### src/ipr_pkg.sv
/*
  Constants for the upper interrupt priority register bank: register offsets,
  field placement, reset level and bus response codes.
  Assumes a 32-bit AXI4-Lite register bus with byte addressing.
*/
`default_nettype none
package ipr_pkg;

  ////////////////////////////////////////////////////////////////////////////
  // Sizes
  localparam int NUM_SRC = 16;
  localparam int LVL_W = 3;
  localparam int REG_W = 16;
  localparam int DATA_W = 32;
  localparam int STRB_W = 4;

  ////////////////////////////////////////////////////////////////////////////
  // Priority codes: the code is the level itself
  localparam logic [LVL_W-1:0] LVL_RESET = 3'h4;
  localparam logic [LVL_W-1:0] LVL_OFF = 3'h0;

  ////////////////////////////////////////////////////////////////////////////
  // Register offsets (byte addresses)
  localparam logic [5:0] OFF_CLOCK_CALENDAR = 6'h00;
  localparam logic [5:0] OFF_CHECKSUM_SERIAL_ERR = 6'h04;
  localparam logic [5:0] OFF_LOW_VOLTAGE = 6'h08;
  localparam logic [5:0] OFF_CHARGE_TIME = 6'h0C;
  localparam logic [5:0] OFF_SERIAL3 = 6'h10;
  localparam logic [5:0] OFF_SERIAL4_ERR_TWOWIRE3 = 6'h14;
  localparam logic [5:0] OFF_SYNC3_SERIAL4 = 6'h18;
  localparam logic [5:0] OFF_ENABLE_STATUS = 6'h1C;

  // Word index of each register (offset / 4)
  localparam logic [2:0] IDX_CLOCK_CALENDAR = OFF_CLOCK_CALENDAR[4:2];
  localparam logic [2:0] IDX_CHECKSUM_SERIAL_ERR = OFF_CHECKSUM_SERIAL_ERR[4:2];
  localparam logic [2:0] IDX_LOW_VOLTAGE = OFF_LOW_VOLTAGE[4:2];
  localparam logic [2:0] IDX_CHARGE_TIME = OFF_CHARGE_TIME[4:2];
  localparam logic [2:0] IDX_SERIAL3 = OFF_SERIAL3[4:2];
  localparam logic [2:0] IDX_SERIAL4_ERR_TWOWIRE3 = OFF_SERIAL4_ERR_TWOWIRE3[4:2];
  localparam logic [2:0] IDX_SYNC3_SERIAL4 = OFF_SYNC3_SERIAL4[4:2];
  localparam logic [2:0] IDX_ENABLE_STATUS = OFF_ENABLE_STATUS[4:2];

  ////////////////////////////////////////////////////////////////////////////
  // Field placement, source order:
  // 0 calendar, 1 checksum err, 2 serial2 err, 3 serial1 err, 4 low voltage,
  // 5 charge time, 6 serial3 tx, 7 serial3 rx, 8 serial3 err, 9 serial4 err,
  // 10 twowire3 master, 11 twowire3 slave, 12 sync3 event, 13 sync3 fault,
  // 14 serial4 tx, 15 serial4 rx
  localparam logic [2:0] FIELD_REG [NUM_SRC] = '{
    IDX_CLOCK_CALENDAR,
    IDX_CHECKSUM_SERIAL_ERR, IDX_CHECKSUM_SERIAL_ERR, IDX_CHECKSUM_SERIAL_ERR,
    IDX_LOW_VOLTAGE,
    IDX_CHARGE_TIME,
    IDX_SERIAL3, IDX_SERIAL3, IDX_SERIAL3,
    IDX_SERIAL4_ERR_TWOWIRE3, IDX_SERIAL4_ERR_TWOWIRE3, IDX_SERIAL4_ERR_TWOWIRE3,
    IDX_SYNC3_SERIAL4, IDX_SYNC3_SERIAL4, IDX_SYNC3_SERIAL4, IDX_SYNC3_SERIAL4
  };
  localparam int FIELD_LSB [NUM_SRC] = '{
    8,
    12, 8, 4,
    0,
    4,
    12, 8, 4,
    12, 4, 0,
    12, 8, 4, 0
  };
  // Byte lane that carries bit 8 and above
  localparam int HIGH_LANE_LSB = 8;

  ////////////////////////////////////////////////////////////////////////////
  // AXI responses
  localparam logic [1:0] RESP_OKAY = 2'h0;
  localparam logic [1:0] RESP_SLVERR = 2'h2;

endpackage : ipr_pkg
`default_nettype wire

### src/ipr_field.sv
/*
  One 3-bit priority field with its own storage.
  Assumes the parent decodes address and byte lane into wr_en.
*/
`timescale 1ns/1ps
`default_nettype none
module ipr_field
  import ipr_pkg::*;
(
  // Clock and reset
  input wire logic aclk,
  input wire logic aresetn,
  // Write port
  input wire logic wr_en,
  input wire logic [ipr_pkg::LVL_W-1:0] wr_level,
  // Stored level
  output logic [ipr_pkg::LVL_W-1:0] level
);

  typedef struct packed {
    logic [LVL_W-1:0] level;
  } ipr_field_st_t;

  ipr_field_st_t st_r;
  ipr_field_st_t st_nxt;

  always_comb
  begin
    st_nxt = st_r;
    if (wr_en)
    begin
      st_nxt.level = wr_level;
    end
  end

  always_ff @(posedge aclk)
  begin
    if (!aresetn)
    begin
      st_r.level <= LVL_RESET;
    end
    else
    begin
      st_r <= st_nxt;
    end
  end

  assign level = st_r.level;

endmodule : ipr_field
`default_nettype wire

### src/ipr_regs.sv
/*
  Upper interrupt priority register bank behind an AXI4-Lite slave.
  Holds sixteen 3-bit priority fields, presents each as a level to the
  arbitration logic and gates each source request when its level is zero.
  Assumes one clock, a synchronous active-low reset and a master that keeps
  at most one write and one read outstanding.
*/
`timescale 1ns/1ps
`default_nettype none

// Summary of operation
// - Code 111 gives the source level 7, the highest user level.
// - Code 001 gives level 1; every code maps to its own binary value.
// - Code 000 disables the source; it never raises a request.
// - Bits outside priority fields ignore writes and read as zero, except the status word, which reads one enable bit per source.
// - Reset loads every priority field with level 4.
// - Every field bit is readable and writable, returning the last write.
// - Calendar register: calendar level at bits 10-8 only.
// - Checksum/serial error register: fields at 14-12, 10-8 and 6-4.
// - Low-voltage register: level at bits 2-0; bits 15-3 unused.
// - Charge-time register: level at bits 6-4 only.
// - Serial3 register: transmit 14-12, receive 10-8, error 6-4.
// - Serial4 error 14-12, two-wire master 6-4, slave 2-0.
// - Sync3 event 14-12, fault 10-8; serial4 transmit 6-4, receive 2-0.
module ipr_regs
  import ipr_pkg::*;
#(
  parameter int ADDR_W = 6
)
(
  // Clock and reset
  input wire logic aclk,
  input wire logic aresetn,
  // AXI4-Lite write address
  input wire logic s_awvalid,
  output logic s_awready,
  input wire logic [ADDR_W-1:0] s_awaddr,
  // AXI4-Lite write data
  input wire logic s_wvalid,
  output logic s_wready,
  input wire logic [ipr_pkg::DATA_W-1:0] s_wdata,
  input wire logic [ipr_pkg::STRB_W-1:0] s_wstrb,
  // AXI4-Lite write response
  output logic s_bvalid,
  input wire logic s_bready,
  output logic [1:0] s_bresp,
  // AXI4-Lite read address
  input wire logic s_arvalid,
  output logic s_arready,
  input wire logic [ADDR_W-1:0] s_araddr,
  // AXI4-Lite read data
  output logic s_rvalid,
  input wire logic s_rready,
  output logic [ipr_pkg::DATA_W-1:0] s_rdata,
  output logic [1:0] s_rresp,
  // Pending flags from the sources, already enabled
  input wire logic [ipr_pkg::NUM_SRC-1:0] src_pending,
  // Requests to the arbiter, gated by a non-zero level
  output logic [ipr_pkg::NUM_SRC-1:0] source_request,
  // Source levels to the arbiter
  output logic [ipr_pkg::LVL_W-1:0] calendar_irq_level,
  output logic [ipr_pkg::LVL_W-1:0] checksum_err_irq_level,
  output logic [ipr_pkg::LVL_W-1:0] serial2_err_irq_level,
  output logic [ipr_pkg::LVL_W-1:0] serial1_err_irq_level,
  output logic [ipr_pkg::LVL_W-1:0] low_voltage_irq_level,
  output logic [ipr_pkg::LVL_W-1:0] charge_time_irq_level,
  output logic [ipr_pkg::LVL_W-1:0] serial3_tx_irq_level,
  output logic [ipr_pkg::LVL_W-1:0] serial3_rx_irq_level,
  output logic [ipr_pkg::LVL_W-1:0] serial3_err_irq_level,
  output logic [ipr_pkg::LVL_W-1:0] serial4_err_irq_level,
  output logic [ipr_pkg::LVL_W-1:0] twowire3_master_irq_level,
  output logic [ipr_pkg::LVL_W-1:0] twowire3_slave_irq_level,
  output logic [ipr_pkg::LVL_W-1:0] sync3_event_irq_level,
  output logic [ipr_pkg::LVL_W-1:0] sync3_fault_irq_level,
  output logic [ipr_pkg::LVL_W-1:0] serial4_tx_irq_level,
  output logic [ipr_pkg::LVL_W-1:0] serial4_rx_irq_level
);

  ////////////////////////////////////////////////////////////////////////////
  // State

  typedef struct packed {
    logic aw_held;
    logic [ADDR_W-1:0] awaddr;
    logic w_held;
    logic [REG_W-1:0] wdata;
    logic [1:0] wstrb;
    logic awready;
    logic wready;
    logic bvalid;
    logic [1:0] bresp;
    logic arready;
    logic rvalid;
    logic [1:0] rresp;
    logic [DATA_W-1:0] rdata;
    logic [NUM_SRC-1:0] request;
  } ipr_regs_st_t;

  ipr_regs_st_t st_r;
  ipr_regs_st_t st_nxt;

  logic [NUM_SRC*LVL_W-1:0] lvl_flat;
  logic [NUM_SRC-1:0] field_wr;
  logic wr_fire;
  logic [ADDR_W-1:0] wr_addr_now;
  logic [REG_W-1:0] wr_data_now;
  logic [1:0] wr_strb_now;
  logic [3:0] wr_dec;
  logic aw_take;
  logic w_take;
  logic [1:0] wr_resp;
  logic ar_take;
  logic [3:0] rd_dec;
  logic [REG_W-1:0] rd_word;
  logic [1:0] rd_resp;
  logic [NUM_SRC-1:0] src_enabled;

  ////////////////////////////////////////////////////////////////////////////
  // Decoding shared by the write and read paths

  // Returns {mapped, word index}; the address is taken as a byte address
  function automatic logic [3:0] ipr_decode(input logic [ADDR_W-1:0] addr);
    logic mapped;
    mapped = (addr[ADDR_W-1:5] == '0);
    ipr_decode = {mapped, addr[4:2]};
  endfunction : ipr_decode

  // Writes to the status word are refused so software sees its mistake
  function automatic logic ipr_writable(input logic [3:0] dec);
    ipr_writable = dec[3] && (dec[2:0] != IDX_ENABLE_STATUS);
  endfunction : ipr_writable

  // Picks one source's level out of the flattened field outputs
  function automatic logic [LVL_W-1:0] ipr_level_of(
    input logic [NUM_SRC*LVL_W-1:0] lvls,
    input int src
  );
    ipr_level_of = lvls[src*LVL_W +: LVL_W];
  endfunction : ipr_level_of

  // True when a write to this word reaches a source's field through its byte lane
  function automatic logic ipr_field_hit(
    input logic [3:0] dec,
    input logic [1:0] strb,
    input int src
  );
    ipr_field_hit = ipr_writable(dec) && (dec[2:0] == FIELD_REG[src]) &&
                    strb[(FIELD_LSB[src] >= HIGH_LANE_LSB) ? 1 : 0];
  endfunction : ipr_field_hit

  // Builds a register image; bits outside a field stay zero, and the status word gets one enable bit per source
  function automatic logic [REG_W-1:0] ipr_read_word(
    input logic [2:0] idx,
    input logic [NUM_SRC*LVL_W-1:0] lvls
  );
    logic [REG_W-1:0] word;
    word = '0;
    for (int i = 0; i < NUM_SRC; i++)
    begin
      if (idx == IDX_ENABLE_STATUS)
      begin
        word[i] = (ipr_level_of(lvls, i) != LVL_OFF);
      end
      else if (FIELD_REG[i] == idx)
      begin
        word[FIELD_LSB[i] +: LVL_W] = ipr_level_of(lvls, i);
      end
    end
    ipr_read_word = word;
  endfunction : ipr_read_word

  ////////////////////////////////////////////////////////////////////////////
  // Priority fields

  generate
    for (genvar g = 0; g < NUM_SRC; g++)
    begin : g_field
      // Only the named field bits are stored; the rest has no storage
      assign field_wr[g] = wr_fire &&
                           ipr_field_hit(wr_dec, wr_strb_now, g);

      ipr_field u_field (
        .aclk(aclk),
        .aresetn(aresetn),
        .wr_en(field_wr[g]),
        .wr_level(wr_data_now[FIELD_LSB[g] +: LVL_W]),
        .level(lvl_flat[g*LVL_W +: LVL_W])
      );
    end
  endgenerate

  ////////////////////////////////////////////////////////////////////////////
  // Write path: address and data accepted in either order

  always_comb
  begin
    // A channel counts as taken in the cycle its valid meets its ready
    aw_take = s_awvalid && st_r.awready;
    w_take = s_wvalid && st_r.wready;
    // The word taken now wins over the copy held from an earlier cycle
    wr_addr_now = aw_take ? s_awaddr : st_r.awaddr;
    wr_data_now = w_take ? s_wdata[REG_W-1:0] : st_r.wdata;
    wr_strb_now = w_take ? s_wstrb[1:0] : st_r.wstrb;
    wr_dec = ipr_decode(wr_addr_now);
    wr_fire = (st_r.aw_held || aw_take) &&
              (st_r.w_held || w_take) &&
              !st_r.bvalid;
    // Status word and unmapped space store nothing and answer an error
    wr_resp = ipr_writable(wr_dec) ? RESP_OKAY : RESP_SLVERR;
  end

  ////////////////////////////////////////////////////////////////////////////
  // Read path: the image is built from the live field outputs

  always_comb
  begin
    ar_take = s_arvalid && st_r.arready;
    rd_dec = ipr_decode(s_araddr);
    rd_word = '0;
    rd_resp = RESP_SLVERR;
    if (rd_dec[3])
    begin
      rd_word = ipr_read_word(rd_dec[2:0], lvl_flat);
      rd_resp = RESP_OKAY;
    end
  end

  ////////////////////////////////////////////////////////////////////////////
  // Source enables: level zero shuts a source off whatever it reports

  generate
    for (genvar s = 0; s < NUM_SRC; s++)
    begin : g_enable
      assign src_enabled[s] = (ipr_level_of(lvl_flat, s) != LVL_OFF);
    end
  endgenerate

  ////////////////////////////////////////////////////////////////////////////
  // Next state

  always_comb
  begin
    st_nxt = st_r;

    // Write channels
    if (aw_take)
    begin
      st_nxt.aw_held = 1'b1;
      st_nxt.awaddr = s_awaddr;
    end
    if (w_take)
    begin
      // Upper half and lanes 3..2 land on bits that read as zero anyway
      st_nxt.w_held = 1'b1;
      st_nxt.wdata = s_wdata[REG_W-1:0];
      st_nxt.wstrb = s_wstrb[1:0];
    end
    if (st_r.bvalid && s_bready)
    begin
      st_nxt.bvalid = 1'b0;
    end
    if (wr_fire)
    begin
      st_nxt.aw_held = 1'b0;
      st_nxt.w_held = 1'b0;
      st_nxt.bvalid = 1'b1;
      st_nxt.bresp = wr_resp;
    end
    // A new write waits until the previous response has gone
    st_nxt.awready = !st_nxt.aw_held && !st_nxt.bvalid;
    st_nxt.wready = !st_nxt.w_held && !st_nxt.bvalid;

    // Read channels
    if (st_r.rvalid && s_rready)
    begin
      st_nxt.rvalid = 1'b0;
    end
    if (ar_take)
    begin
      // Data and response are latched together and stand until rready
      st_nxt.rvalid = 1'b1;
      st_nxt.rresp = rd_resp;
      st_nxt.rdata = {{(DATA_W-REG_W){1'b0}},
                      rd_word};
    end
    st_nxt.arready = !st_nxt.rvalid;

    // Level zero blocks the request whatever the source says
    for (int i = 0; i < NUM_SRC; i++)
    begin
      st_nxt.request[i] = src_pending[i] && src_enabled[i];
    end
  end

  ////////////////////////////////////////////////////////////////////////////
  // State register

  always_ff @(posedge aclk)
  begin
    if (!aresetn)
    begin
      st_r <= '0;
    end
    else
    begin
      st_r <= st_nxt;
    end
  end

  ////////////////////////////////////////////////////////////////////////////
  // Outputs

  assign s_awready = st_r.awready;
  assign s_wready = st_r.wready;
  assign s_bvalid = st_r.bvalid;
  assign s_bresp = st_r.bresp;
  assign s_arready = st_r.arready;
  assign s_rvalid = st_r.rvalid;
  assign s_rdata = st_r.rdata;
  assign s_rresp = st_r.rresp;
  assign source_request = st_r.request;

  // Code equals level, 3'h7 highest and 3'h1 lowest, straight from storage
  assign calendar_irq_level = lvl_flat[0*LVL_W +: LVL_W];
  assign checksum_err_irq_level = lvl_flat[1*LVL_W +: LVL_W];
  assign serial2_err_irq_level = lvl_flat[2*LVL_W +: LVL_W];
  assign serial1_err_irq_level = lvl_flat[3*LVL_W +: LVL_W];
  assign low_voltage_irq_level = lvl_flat[4*LVL_W +: LVL_W];
  assign charge_time_irq_level = lvl_flat[5*LVL_W +: LVL_W];
  assign serial3_tx_irq_level = lvl_flat[6*LVL_W +: LVL_W];
  assign serial3_rx_irq_level = lvl_flat[7*LVL_W +: LVL_W];
  assign serial3_err_irq_level = lvl_flat[8*LVL_W +: LVL_W];
  assign serial4_err_irq_level = lvl_flat[9*LVL_W +: LVL_W];
  assign twowire3_master_irq_level = lvl_flat[10*LVL_W +: LVL_W];
  assign twowire3_slave_irq_level = lvl_flat[11*LVL_W +: LVL_W];
  assign sync3_event_irq_level = lvl_flat[12*LVL_W +: LVL_W];
  assign sync3_fault_irq_level = lvl_flat[13*LVL_W +: LVL_W];
  assign serial4_tx_irq_level = lvl_flat[14*LVL_W +: LVL_W];
  assign serial4_rx_irq_level = lvl_flat[15*LVL_W +: LVL_W];

endmodule : ipr_regs
`default_nettype wire

### config.mk
export PLATFORM = sky130hd
export DESIGN_NAME = ipr_regs
export DESIGN_NICKNAME = d
export VERILOG_FILES = /design/src/ipr_pkg.sv /design/src/ipr_field.sv /design/src/ipr_regs.sv
export SDC_FILE = /design/constraint.sdc
export NUM_CORES = 1
export LEC_CHECK = 0
export BUFFER_PORTS_ARGS = -buffer_cell sky130_fd_sc_hd__buf_2
export CELL_PAD_IN_SITES_DETAIL_PLACEMENT = 1
export CELL_PAD_IN_SITES_GLOBAL_PLACEMENT = 2
export CORE_ASPECT_RATIO = 1.5
export CORE_MARGIN = 2
export CORE_UTILIZATION = 32
export DETAILED_ROUTE_END_ITERATION = 8
export GPL_TIMING_DRIVEN = 0
export HOLD_SLACK_MARGIN = 0.05
export PLACE_DENSITY_LB_ADDON = 0.1
export SYNTH_ARGS = -nofsm -noshare
export SYNTH_HDL_FRONTEND = slang
export SYNTH_SLANG_ARGS = --single-unit
### constraint.sdc
create_clock -name aclk -period 3.06 [get_ports aclk]
set_clock_uncertainty 0.15 [all_clocks]
set_input_delay 0.459 -clock aclk [delete_from_list [all_inputs] [get_ports aclk]]
set_output_delay 0.459 -clock aclk [all_outputs]
set_load 0.01 [all_outputs]
==> metrics.txt, run 1 <==
# TYPE chip_impl_metric gauge
chip_impl_metric{name="synth_cell_types",unit=""} 62
chip_impl_info{name="outcome",value="complete, no violations"} 1
chip_impl_info{name="worst_setup_path_start_kind",value="flop"} 1
chip_impl_metric{name="fin_crit",unit="ps"} 2040
chip_impl_metric{name="antenna_violations_before_repair",unit=""} 0
chip_impl_metric{name="grt_first_pass_wirelength",unit="mm"} 25.4
chip_impl_metric{name="switching_share",unit="%"} 26.6
chip_impl_metric{name="power-per-cell-area",unit="nW/µm²"} 462
chip_impl_metric{name="cap_violations",unit=""} 0
chip_impl_metric{name="syn2layout_area_growth",unit="%"} 24.1
chip_impl_metric{name="gr-usage-met1",unit="%"} 20.7
chip_impl_metric{name="finalSetupViolations",unit=""} 0
chip_impl_metric{name="area_of_the_mapped_netlist",unit="µm²"} 5160
chip_impl_metric{name="internal_power",unit="mW"} 2.17
chip_impl_metric{name="postCtsSetupBuffers",unit=""} 0
chip_impl_metric{name="drt_first_pass_iters",unit=""} 4
chip_impl_info{name="synthFlopType",value="dfxtp_1"} 1
chip_impl_metric{name="report.final.hold_viol_count",unit=""} 0
chip_impl_metric{name="wl",unit="mm"} 16.9
chip_impl_metric{name="clkLatencyLatePin",unit="ps"} 350
chip_impl_metric{name="post_cts_resized",unit=""} 0
chip_impl_info{name="hold_crit_path_type",value="in2reg"} 1
chip_impl_metric{name="total_leakage_power",unit="nW"} 2.95
chip_impl_metric{name="synth-warning-count",unit=""} 0
chip_impl_metric{name="crit_path_max_incr_delay",unit="ps"} 440
chip_impl_metric{name="synthesis.instances",unit=""} 532
chip_impl_metric{name="sequential_element_share_of_the_synthesized_area",unit="%"} 41.5
chip_impl_metric{name="track_usage",unit="%"} 19.6
chip_impl_metric{name="floorplan.core_area",unit="µm²"} 15700
chip_impl_info{name="path_cells",value="buf_4 -> and2_4 -> buf_8 -> o21ai_0 -> nand4_1 -> mux2i_1"} 1
chip_impl_metric{name="routed_via_density",unit=""} 4.89
chip_impl_metric{name="grt_max_degree",unit=""} 19
chip_impl_metric{name="max_freq",unit="MHz"} 491
chip_impl_metric{name="die_h",unit="µm"} 160
chip_impl_info{name="layout.cells.most_common",value="buf_2"} 1
chip_impl_info{name="cts_tree",value="yes"} 1
chip_impl_metric{name="initial_utilization",unit="%"} 32.9
chip_impl_metric{name="critical_path_required",unit="ps"} 3150
chip_impl_info{name="layout.cells.most_common_list",value="buf_2, dfxtp_1, nand2_1, mux2i_1, buf_4"} 1
chip_impl_metric{name="pin_count",unit=""} 176
chip_impl_metric{name="holdWs",unit="ps"} 169
chip_impl_metric{name="die_x",unit="µm"} 108
chip_impl_metric{name="setup_total_negative_slack",unit="ps"} 0
chip_impl_metric{name="first_global_vias",unit=""} 4521
chip_impl_metric{name="power.sequential.fraction",unit="%"} 48.9
chip_impl_info{name="crit_path_end_kind",value="flop"} 1
chip_impl_metric{name="clockBufferDepth",unit=""} 2
chip_impl_metric{name="arrival",unit="ps"} 2130
chip_impl_metric{name="fraction_of_met3_tracks_used_by_global_routing",unit="%"} 3.89
chip_impl_metric{name="ant_nets",unit=""} 0
chip_impl_metric{name="power.share.combinational",unit="%"} 12.4
chip_impl_metric{name="placement_rows",unit=""} 56
chip_impl_metric{name="dpl.hpwl",unit="mm"} 13.7
chip_impl_metric{name="design.die.area",unit="µm²"} 17200
chip_impl_metric{name="power_frac_clock",unit="%"} 38.6
chip_impl_metric{name="ctsHoldBuffers",unit=""} 0
chip_impl_metric{name="synth-edff-count",unit=""} 0
chip_impl_metric{name="max_transition_margin",unit="%"} 46.2
chip_impl_metric{name="antennaDiodeCount",unit=""} 0
chip_impl_metric{name="p_sw",unit="mW"} 0.788
chip_impl_metric{name="total_cts_buffers",unit=""} 9
chip_impl_metric{name="avgSynthCellArea",unit="µm²"} 9.71
chip_impl_metric{name="finish.net_count",unit=""} 759
chip_impl_metric{name="vdd.ir_drop.worst",unit="V"} 0.000320
chip_impl_metric{name="num_vias",unit=""} 4382
chip_impl_metric{name="drive_gt1_share",unit="%"} 35.1
chip_impl_info{name="ctsRootBufferMaster",value="clkbuf_16"} 1
chip_impl_metric{name="cts_num_sinks",unit=""} 107
chip_impl_metric{name="io_buffer_count",unit=""} 128
chip_impl_metric{name="finalCritPeriodShare",unit="%"} 66.6
chip_impl_metric{name="postSynthRegisterBits",unit=""} 107
chip_impl_metric{name="slew_viol_final",unit=""} 0
chip_impl_metric{name="first_iter_violations",unit=""} 98
chip_impl_info{name="grt_setup_unrepaired",value="false"} 1
chip_impl_metric{name="htree_levels",unit=""} 3
chip_impl_metric{name="route.detailed.wl_per_inst",unit="µm"} 18.9
chip_impl_metric{name="synthArstFlopShare",unit="%"} 0
chip_impl_metric{name="worst-slew-pin-transition",unit="ps"} 807
chip_impl_metric{name="gp_routability_congestion",unit=""} 0.841
chip_impl_metric{name="clk_pin_slew",unit="ps"} 80
chip_impl_info{name="critPathSlowestCell",value="o21ai_0"} 1
chip_impl_metric{name="post-route-drc-count",unit=""} 0
chip_impl_metric{name="global_route.overflow_total",unit=""} 0
chip_impl_metric{name="critical_path.max_fanout",unit=""} 10
chip_impl_info{name="start_to_end_type_of_the_worst_setup_path",value="reg2reg"} 1
chip_impl_metric{name="grt_util_met2",unit="%"} 37.6
chip_impl_info{name="grt-busiest-layer",value="met2"} 1
-- path summary, 6_finish.rpt --
path                       start                           to  slack (ps)  cells after the start
hold reg to reg       s_rdata[7]                   s_rdata[7]         310                      2
setup reg to reg       s_awready  g_field[5].u_field.level[2]        1020                      6
hold / removal    src_pending[4]            source_request[4]         170                      3
setup / recovery       s_awready  g_field[5].u_field.level[2]        1020                      6
-- layer usage --
layer  part of all wire (%)  routed length (µm)  vias up
met5                      0                   0        -
met3                    4.5                 759       20
met1                     38                6450     2129
met4                    2.1                 355        0
met2                     55                9340      110
li1                       -                   -     2123
-- worst max-delay path, delay by kind of cell (launching register included) --
kind	cells	cell delay (ps)
muxes	1	190
and+or+nand+nor	2	510
DFF	1	310
buffers and inverters	2	310
AOI/OAI and AO/OA	1	440
-- cell families after synthesis --
| family | count (synthesis) | synth area share [%] |
|---|---|---|
| mux | 71 | 14.1 |
| other cells | 1 | 0.0726 |
| compound gates | 87 | 13.0 |
| flops | 107 | 41.5 |
| simple gates | 177 | 20.5 |
| buf+inv | 89 | 10.8 |
-- Yosys cell counts, types with 3 or more instances --
master	n	area, µm²
dfxtp_1	107	2140
a21boi_1	6	45.0
nand4_1	3	18.8
nand2_1	69	259
mux2i_1	57	571
buf_4	53	398
a211oi_1	4	30.0
a21oi_1	8	40.0
nor3_1	5	25.0
or3b_2	3	26.3
or3_1	8	50.1
nand2b_1	4	25.0
nor2b_1	23	144
a221o_1	3	30.0
o31ai_1	4	30.0
and2_1	10	62.6
and3_1	12	75.1
o221ai_1	7	61.3
inv_1	10	37.5
buf_2	6	30.0
mux2_2	14	158
nor4b_4	3	71.3
o311a_1	5	50.1
o21ai_0	11	55.1
a22oi_1	6	45.0
clkbuf_1	18	67.6
nor2_1	12	45.0
a21boi_0	13	97.6
and3b_1	3	26.3
-- power by group through the flow --
stage	sequential (mW)	clock (mW)	combinational (mW)
final	1.45	1.14	0.368
after CTS	1.45	1.17	0.373
after detailed placement	1.48	0	0.372
after global routing	1.45	1.23	0.401
after global placement	1.48	0	0.365
after floorplan	1.48	0	0.248
-- cell type report --
| cell class | count | area [µm²] |
|---|---|---|
| Timing Repair Buffer | 128 | 641 |
| Multi-Input combinational cell | 353 | 2530 |
| Clock inverter | 6 | 47.5 |
| Buffer | 79 | 522 |
| Clock buffer | 10 | 239 |
| Inverter | 10 | 37.5 |
| Sequential cell | 107 | 2140 |
| Tap cell | 203 | 254 |
| Fill cell | 1906 | 9290 |
-- state kept, by name, summed over array words and instances (netlist names) --
name	cells
s_rvalid	1
s_wready	1
s_bresp	1
s_rresp	1
g_field.u_field.level	48
s_bvalid	1
s_arready	1
st_r	20
s_awready	1
source_request	16
s_rdata	16
-- metrics by stage --
stage                     cell area, µm²  utilization [%]  worst slack, ps  power (mW)  cells
after floorplan                     5230                -             1160        1.73    549
after global placement              6120             39.0              843        1.84    880
after detailed placement            6120             39.0              788        1.85    880
after CTS                           6410             40.8              974        3.00    896
after global routing                6410             40.8              885        3.08    896
final                               6410             40.8             1020        2.96    896
Note: power is estimated with default switching activity, not from simulation.
==> inputs of run 2 (changes only) <==
Settings changed: CORE_UTILIZATION 32 to 30.
Clock period 3.06 ns to 2 ns, I/O delays scaled along.
==> run 2 against run 1 <==
Net effect: sequential power rose by 53%; via count rose by 0.16%; global-route usage rose by 0.15 points; flip-flop and latch count did not move; critical path depth did not move; sequential share of layout area fell by 1.5 points; largest power group unchanged.
==> metrics.txt, run 2 (synthesis gave the netlist of run 1 again) <==
# TYPE chip_impl_metric gauge
chip_impl_info{name="outcome",value="complete, no violations"} 1
chip_impl_metric{name="final_worst_slack",unit="ps"} 67.5
chip_impl_metric{name="place.detailed.instances",unit=""} 887
chip_impl_metric{name="antennaDiodeCount",unit=""} 0
chip_impl_info{name="critPathSlowestCell",value="a211oi_1"} 1
chip_impl_metric{name="holdWs",unit="ps"} 63.8
chip_impl_metric{name="report.final.hold_viol_count",unit=""} 0
chip_impl_metric{name="global_route.overflow_total",unit=""} 0
chip_impl_metric{name="clk_pin_slew",unit="ps"} 70
chip_impl_metric{name="ant_nets",unit=""} 0
chip_impl_metric{name="power.share.combinational",unit="%"} 12.4
chip_impl_metric{name="post-route-drc-count",unit=""} 0
chip_impl_metric{name="min_path_cells",unit=""} 3
chip_impl_metric{name="syn2layout_area_growth",unit="%"} 29.9
chip_impl_metric{name="first_iter_violations",unit=""} 110
chip_impl_info{name="cts_tree",value="yes"} 1
chip_impl_metric{name="vdd.ir_drop.worst",unit="V"} 0.000396
chip_impl_metric{name="p_total",unit="mW"} 4.81
chip_impl_metric{name="crit_path_max_incr_delay",unit="ps"} 320
chip_impl_metric{name="largest_register_ffs",unit=""} 48
chip_impl_metric{name="dpl.hpwl",unit="mm"} 14.2
chip_impl_metric{name="drt_first_pass_iters",unit=""} 4
chip_impl_info{name="path_cells",value="buf_4 -> a211oi_1 -> o221a_2 -> and4_1 -> clkbuf_1 -> mux2i_1"} 1
chip_impl_metric{name="slew_viol_final",unit=""} 0
chip_impl_info{name="grt_setup_unrepaired",value="true"} 1
chip_impl_metric{name="power-per-cell-area",unit="nW/µm²"} 717
chip_impl_info{name="layout.cells.most_common",value="buf_2"} 1
chip_impl_metric{name="num_vias",unit=""} 4389
chip_impl_metric{name="max_freq",unit="MHz"} 517
chip_impl_metric{name="gp_routability_congestion",unit=""} 0.846
chip_impl_metric{name="die_h",unit="µm"} 165
chip_impl_metric{name="floorplan.core_area",unit="µm²"} 16800
chip_impl_metric{name="power.sequential.fraction",unit="%"} 46.1
chip_impl_metric{name="placement_rows",unit=""} 58
chip_impl_metric{name="pin_count",unit=""} 176
chip_impl_info{name="largest-register",value="g_field.u_field.level"} 1
chip_impl_metric{name="track_usage",unit="%"} 19.7
chip_impl_metric{name="cts_num_sinks",unit=""} 107
chip_impl_info{name="critical_path.top_delay_family",value="compound AO/OA/AOI/OAI gates"} 1
chip_impl_metric{name="switching_share",unit="%"} 25.3
chip_impl_info{name="crit_path_end_kind",value="flop"} 1
chip_impl_metric{name="max_transition_margin",unit="%"} 44.1
chip_impl_metric{name="first_global_vias",unit=""} 4800
chip_impl_metric{name="finalSetupViolations",unit=""} 0
chip_impl_metric{name="finish.net_count",unit=""} 780
chip_impl_metric{name="internal_power",unit="mW"} 3.60
chip_impl_metric{name="grt_first_pass_wirelength",unit="mm"} 27.6
chip_impl_metric{name="total_leakage_power",unit="nW"} 3.07
chip_impl_metric{name="critical_path.max_fanout",unit=""} 10
chip_impl_metric{name="reg2reg_slack",unit="ps"} 70
chip_impl_metric{name="p_sw",unit="mW"} 1.22
chip_impl_metric{name="design.die.area",unit="µm²"} 18300
chip_impl_metric{name="dpl_worst_slack",unit="ps"} -161
chip_impl_metric{name="post_layout_nonfiller_instances",unit=""} 924
chip_impl_info{name="worst_setup_path_start_kind",value="flop"} 1
chip_impl_metric{name="die_x",unit="µm"} 111
chip_impl_metric{name="antenna_violations_before_repair",unit=""} 0
chip_impl_metric{name="critical_path_required",unit="ps"} 2130
chip_impl_metric{name="drive_gt1_share",unit="%"} 34.9
chip_impl_metric{name="grt_max_degree",unit=""} 19
chip_impl_metric{name="fin_crit",unit="ps"} 1930
chip_impl_metric{name="htree_levels",unit=""} 3
chip_impl_metric{name="total_cts_buffers",unit=""} 9
chip_impl_metric{name="worst-path-stages",unit=""} 6
chip_impl_info{name="start_to_end_type_of_the_worst_setup_path",value="reg2reg"} 1
chip_impl_info{name="biggestRegsByFlops",value="g_field.u_field.level x48, st_r x20"} 1
chip_impl_metric{name="initial_utilization",unit="%"} 30.7
chip_impl_info{name="ctsRootBufferMaster",value="clkbuf_16"} 1
chip_impl_metric{name="io_buffer_count",unit=""} 128
chip_impl_metric{name="wl",unit="mm"} 17.6
chip_impl_metric{name="routed_via_density",unit=""} 4.75
chip_impl_metric{name="cp.buffers_inverters",unit=""} 2
chip_impl_metric{name="worst-slew-pin-transition",unit="ps"} 834
chip_impl_info{name="hold_crit_path_type",value="in2reg"} 1
chip_impl_metric{name="route.detailed.wl_per_inst",unit="µm"} 19.0
chip_impl_metric{name="clkLatencyLatePin",unit="ps"} 360
chip_impl_metric{name="arrival",unit="ps"} 2060
chip_impl_metric{name="clockBufferDepth",unit=""} 2
chip_impl_metric{name="power_frac_clock",unit="%"} 41.5
chip_impl_metric{name="cap_violations",unit=""} 0
chip_impl_metric{name="rr_worst_depth",unit=""} 6
chip_impl_metric{name="finalCritPeriodShare",unit="%"} 96.6
chip_impl_info{name="layout.cells.most_common_list",value="buf_2, dfxtp_1, nand2_1, mux2i_1, buf_4"} 1
run 2: layer usage:
| layer | share of wire [%] | vias to the layer above | global-route usage (%) |
|---|---|---|---|
| li1 | - | 2164 | - |
| met1 | 39 | 2126 | 21.3 |
| met2 | 56 | 86 | 39.4 |
| met3 | 3.2 | 13 | 3.27 |
| met4 | 1.5 | 0 | 5.33 |
| met5 | 0 | - | 0 |
run 2: final cells by class:
type	count	area (µm²)
Fill cell	1989	10100
Clock inverter	6	93.8
Timing Repair Buffer	149	855
Tap cell	210	263
Buffer	79	523
Inverter	10	37.5
Clock buffer	10	239
Multi-Input combinational cell	353	2550
Sequential cell	107	2140
run 2: worst paths after layout:
check                                  from                           to
worst max-delay path              s_awready  g_field[3].u_field.level[0]
worst min-delay path            s_awaddr[4]                     st_r[80]
worst max register to register    s_awready  g_field[3].u_field.level[0]
worst min register to register   s_rdata[3]                   s_rdata[3]
run 2: worst reg2reg max path: stages, from the launching register on:
cell,delay [ps]
dfxtp_1,310
buf_4,170
a211oi_1,330
o221a_2,320
and4_1,180
clkbuf_1,200
mux2i_1,210
run 2: power by group through the flow:
stage / combinational (mW) / clock, mW / sequential, mW
2_1_floorplan: 0.380 / 0 / 2.26
3_3_place_gp: 0.562 / 0 / 2.26
3_5_place_dp: 0.572 / 0 / 2.27
4_1_cts: 0.600 / 2.05 / 2.22
5_1_grt: 0.659 / 2.13 / 2.22
6_report: 0.599 / 2.00 / 2.22
run 2: stage by stage:
step / instance area, µm² / TNS, ps / utilization (%)
3_5_place_dp: 6130 / -1400 / 36.4
3_3_place_gp: 6130 / -593 / 36.4
4_1_cts: 6670 / -99.2 / 39.6
2_1_floorplan: 5230 / 0 / -
5_1_grt: 6710 / -29.0 / 39.8
6_report: 6710 / 0 / 39.8
run 2: timing repair:
| action | CTS | global route |
|---|---|---|
| gates cloned | 0 | 0 |
| resized for setup | 1 | 6 |
| hold buffers | 16 | 0 |
| hold endpoints to repair | 16 | 0 |
| buffers inserted | 4 | 1 |
| pin swaps | 3 | 0 |
| setup endpoints to repair | 30 | 24 |
==> inputs of run 3 (changes only) <==
Settings changed: CORE_UTILIZATION 30 to 31, CTS_BUF_LIST set to sky130_fd_sc_hd__clkbuf_2.
Clock period 2 ns to 1.9 ns, I/O delays scaled along.
==> run 3 against run 2 <==
Net effect: register-to-register slack got worse by 20 ps; routed wire length is 3.0% higher; critical path type unchanged; largest power group unchanged; non-clock buffer count increased by 38; hold slack better by 31 ps; core utilization grew 3.1 points; fmax up 4.3%.
==> metrics.txt, run 3 (synthesis gave the netlist of run 1 again) <==
# TYPE chip_impl_metric gauge
chip_impl_info{name="outcome",value="complete, no violations"} 1
chip_impl_metric{name="num_vias",unit=""} 4571
chip_impl_info{name="biggestRegsByFlops",value="g_field.u_field.level x48, st_r x20"} 1
chip_impl_metric{name="drive_gt1_share",unit="%"} 35.2
chip_impl_info{name="hold_crit_path_type",value="in2reg"} 1
chip_impl_metric{name="cap_violations",unit=""} 0
chip_impl_metric{name="total_leakage_power",unit="nW"} 3.21
chip_impl_metric{name="max_freq",unit="MHz"} 539
chip_impl_metric{name="worst-slew-pin-transition",unit="ps"} 847
chip_impl_metric{name="clk_pin_slew",unit="ps"} 330
chip_impl_metric{name="pin_count",unit=""} 176
chip_impl_metric{name="cts_num_sinks",unit=""} 107
chip_impl_info{name="cts_tree",value="yes"} 1
chip_impl_metric{name="power_frac_clock",unit="%"} 27.8
chip_impl_info{name="crit_path_end_kind",value="flop"} 1
chip_impl_metric{name="first_iter_violations",unit=""} 104
chip_impl_metric{name="gr-usage-met1",unit="%"} 22.2
chip_impl_metric{name="power.sequential.fraction",unit="%"} 55.2
chip_impl_metric{name="placement_rows",unit=""} 57
chip_impl_metric{name="p_total",unit="mW"} 4.26
chip_impl_metric{name="final_worst_slack",unit="ps"} 46.4
chip_impl_metric{name="routed_via_density",unit=""} 4.77
chip_impl_metric{name="power.share.combinational",unit="%"} 17.1
chip_impl_metric{name="first_global_vias",unit=""} 4862
chip_impl_metric{name="htree_levels",unit=""} 3
chip_impl_metric{name="grt_first_pass_wirelength",unit="mm"} 27.3
chip_impl_metric{name="finalCritPeriodShare",unit="%"} 97.6
chip_impl_metric{name="report.final.hold_viol_count",unit=""} 0
chip_impl_metric{name="slew_viol_final",unit=""} 0
chip_impl_metric{name="switching_share",unit="%"} 29.7
chip_impl_metric{name="dpl.hpwl",unit="mm"} 13.8
chip_impl_metric{name="drt_first_pass_iters",unit=""} 4
chip_impl_metric{name="fill_cells",unit=""} 1911
chip_impl_metric{name="fraction_of_met3_tracks_used_by_global_routing",unit="%"} 2.97
chip_impl_metric{name="grt_util_met2",unit="%"} 39.8
chip_impl_metric{name="die_x",unit="µm"} 109
chip_impl_metric{name="p_sw",unit="mW"} 1.27
chip_impl_metric{name="holdWs",unit="ps"} 94.4
chip_impl_metric{name="clkLatencyLatePin",unit="ps"} 630
chip_impl_metric{name="vdd.ir_drop.worst",unit="V"} 0.000342
chip_impl_metric{name="critical_path.max_fanout",unit=""} 10
chip_impl_metric{name="arrival",unit="ps"} 2250
chip_impl_metric{name="power-per-cell-area",unit="nW/µm²"} 610
chip_impl_metric{name="global_route.overflow_total",unit=""} 0
chip_impl_metric{name="die_h",unit="µm"} 162
chip_impl_metric{name="syn2layout_area_growth",unit="%"} 35.3
chip_impl_metric{name="critical_path_required",unit="ps"} 2300
chip_impl_metric{name="finish.net_count",unit=""} 818
chip_impl_metric{name="floorplan.core_area",unit="µm²"} 16300
chip_impl_metric{name="grt_max_degree",unit=""} 20
chip_impl_metric{name="design.die.area",unit="µm²"} 17700
chip_impl_metric{name="wl",unit="mm"} 18.1
chip_impl_metric{name="fin_crit",unit="ps"} 1850
chip_impl_info{name="layout.cells.most_common_list",value="buf_2, dfxtp_1, nand2_1, buf_4, mux2i_1"} 1
chip_impl_metric{name="ant_nets",unit=""} 0
chip_impl_metric{name="initial_utilization",unit="%"} 31.8
chip_impl_metric{name="io_buffer_count",unit=""} 128
chip_impl_info{name="largest-register",value="g_field.u_field.level"} 1
chip_impl_metric{name="finalSetupViolations",unit=""} 0
chip_impl_info{name="worst_setup_path_start_kind",value="flop"} 1
chip_impl_metric{name="clockBufferDepth",unit=""} 2
chip_impl_info{name="ctsRootBufferMaster",value="clkbuf_2"} 1
chip_impl_metric{name="route.detailed.wl_per_inst",unit="µm"} 18.9
chip_impl_metric{name="total_cts_buffers",unit=""} 9
chip_impl_metric{name="antenna_violations_before_repair",unit=""} 1
chip_impl_metric{name="gp_routability_congestion",unit=""} 0.867
chip_impl_info{name="layout.cells.most_common",value="buf_2"} 1
chip_impl_metric{name="post-route-drc-count",unit=""} 0
chip_impl_metric{name="max_transition_margin",unit="%"} 43.6
chip_impl_info{name="grt-busiest-layer",value="met2"} 1
chip_impl_info{name="grt_setup_unrepaired",value="true"} 1
chip_impl_metric{name="internal_power",unit="mW"} 3.00
chip_impl_info{name="start_to_end_type_of_the_worst_setup_path",value="reg2reg"} 1
chip_impl_metric{name="dpl_worst_slack",unit="ps"} -193
chip_impl_metric{name="track_usage",unit="%"} 20.5
chip_impl_metric{name="largest_register_ffs",unit=""} 48
-- run 3: changes by cell type in the layout (fill, tap and decap cells not counted), moves of 3 or more --
cell           before  now
a211oi_1            4    1
a21boi_0           13   10
buf_4              56   59
buf_6               2    5
clkbuf_16           9    1
clkbuf_2            1   10
dlygate4sd3_1      16   48
-- run 3: layout make-up --
| type | count | area (µm²) | area share (%) |
|---|---|---|---|
| Antenna cell | 1 | 2.50 | 0.0358 |
| Buffer | 79 | 542 | 7.76 |
| Clock buffer | 9 | 45.0 | 0.645 |
| Clock inverter | 7 | 83.8 | 1.20 |
| Inverter | 10 | 37.5 | 0.537 |
| Multi-Input combinational cell | 353 | 2630 | 37.6 |
| Sequential cell | 107 | 2140 | 30.7 |
| Tap cell | 206 | 258 | 3.69 |
| Timing Repair Buffer | 187 | 1250 | 17.8 |
-- run 3: stage by stage --
| stage | TNS (ps) | utilization [%] | cells | instance area [µm²] |
|---|---|---|---|---|
| 6_report | 0 | 43.0 | 959 | 6990 |
| 4_1_cts | 0 | 42.1 | 953 | 6840 |
| 3_3_place_gp | -3820 | 37.7 | 883 | 6130 |
| 2_1_floorplan | 0 | - | 549 | 5230 |
| 5_1_grt | -472 | 43.0 | 959 | 6990 |
| 3_5_place_dp | -5530 | 37.7 | 883 | 6130 |
-- run 3: worst max-delay path, cell delays in order, from the launching register on --
cell	delay (ps)
dfxtp_2	400
buf_6	140
and2_4	200
o21a_4	270
nor4_4	280
buf_6	180
mux2i_1	180
-- run 3: what timing repair did --
| item | in CTS | in global routing |
|---|---|---|
| endpoints found under the hold margin | 88 | 0 |
| gates resized for setup | 9 | 25 |
| buffers inserted | 5 | 4 |
| hold buffers | 49 | 0 |
| setup endpoints to repair | 45 | 52 |
| pin swaps | 3 | 8 |
| gates cloned | 0 | 1 |
-- run 3: metal layers --
metal,up-vias,wire [µm]
met5,-,0
met1,2216,6950
li1,2231,-
met3,21,622
met4,0,348
met2,103,10200
-- run 3: worst paths after layout --
| kind | slack, ps | to | from | cells past startpoint |
|---|---|---|---|---|
| hold reg to reg | 330 | s_rdata[12] | s_rdata[12] | 2 |
| setup / recovery | 50 | g_field[7].u_field.level[1] | s_awready | 6 |
| setup reg to reg | 50 | g_field[7].u_field.level[1] | s_awready | 6 |
| hold / removal | 90 | st_r[58] | s_wstrb[1] | 4 |
-- run 3: power groups by stage --
stage	Sequential [mW]	Clock [mW]	Combinational, mW
3_5_place_dp	2.38	0	0.603
3_3_place_gp	2.38	0	0.590
4_1_cts	2.35	1.23	0.695
5_1_grt	2.36	1.31	0.792
2_1_floorplan	2.38	0	0.400
6_report	2.35	1.18	0.728
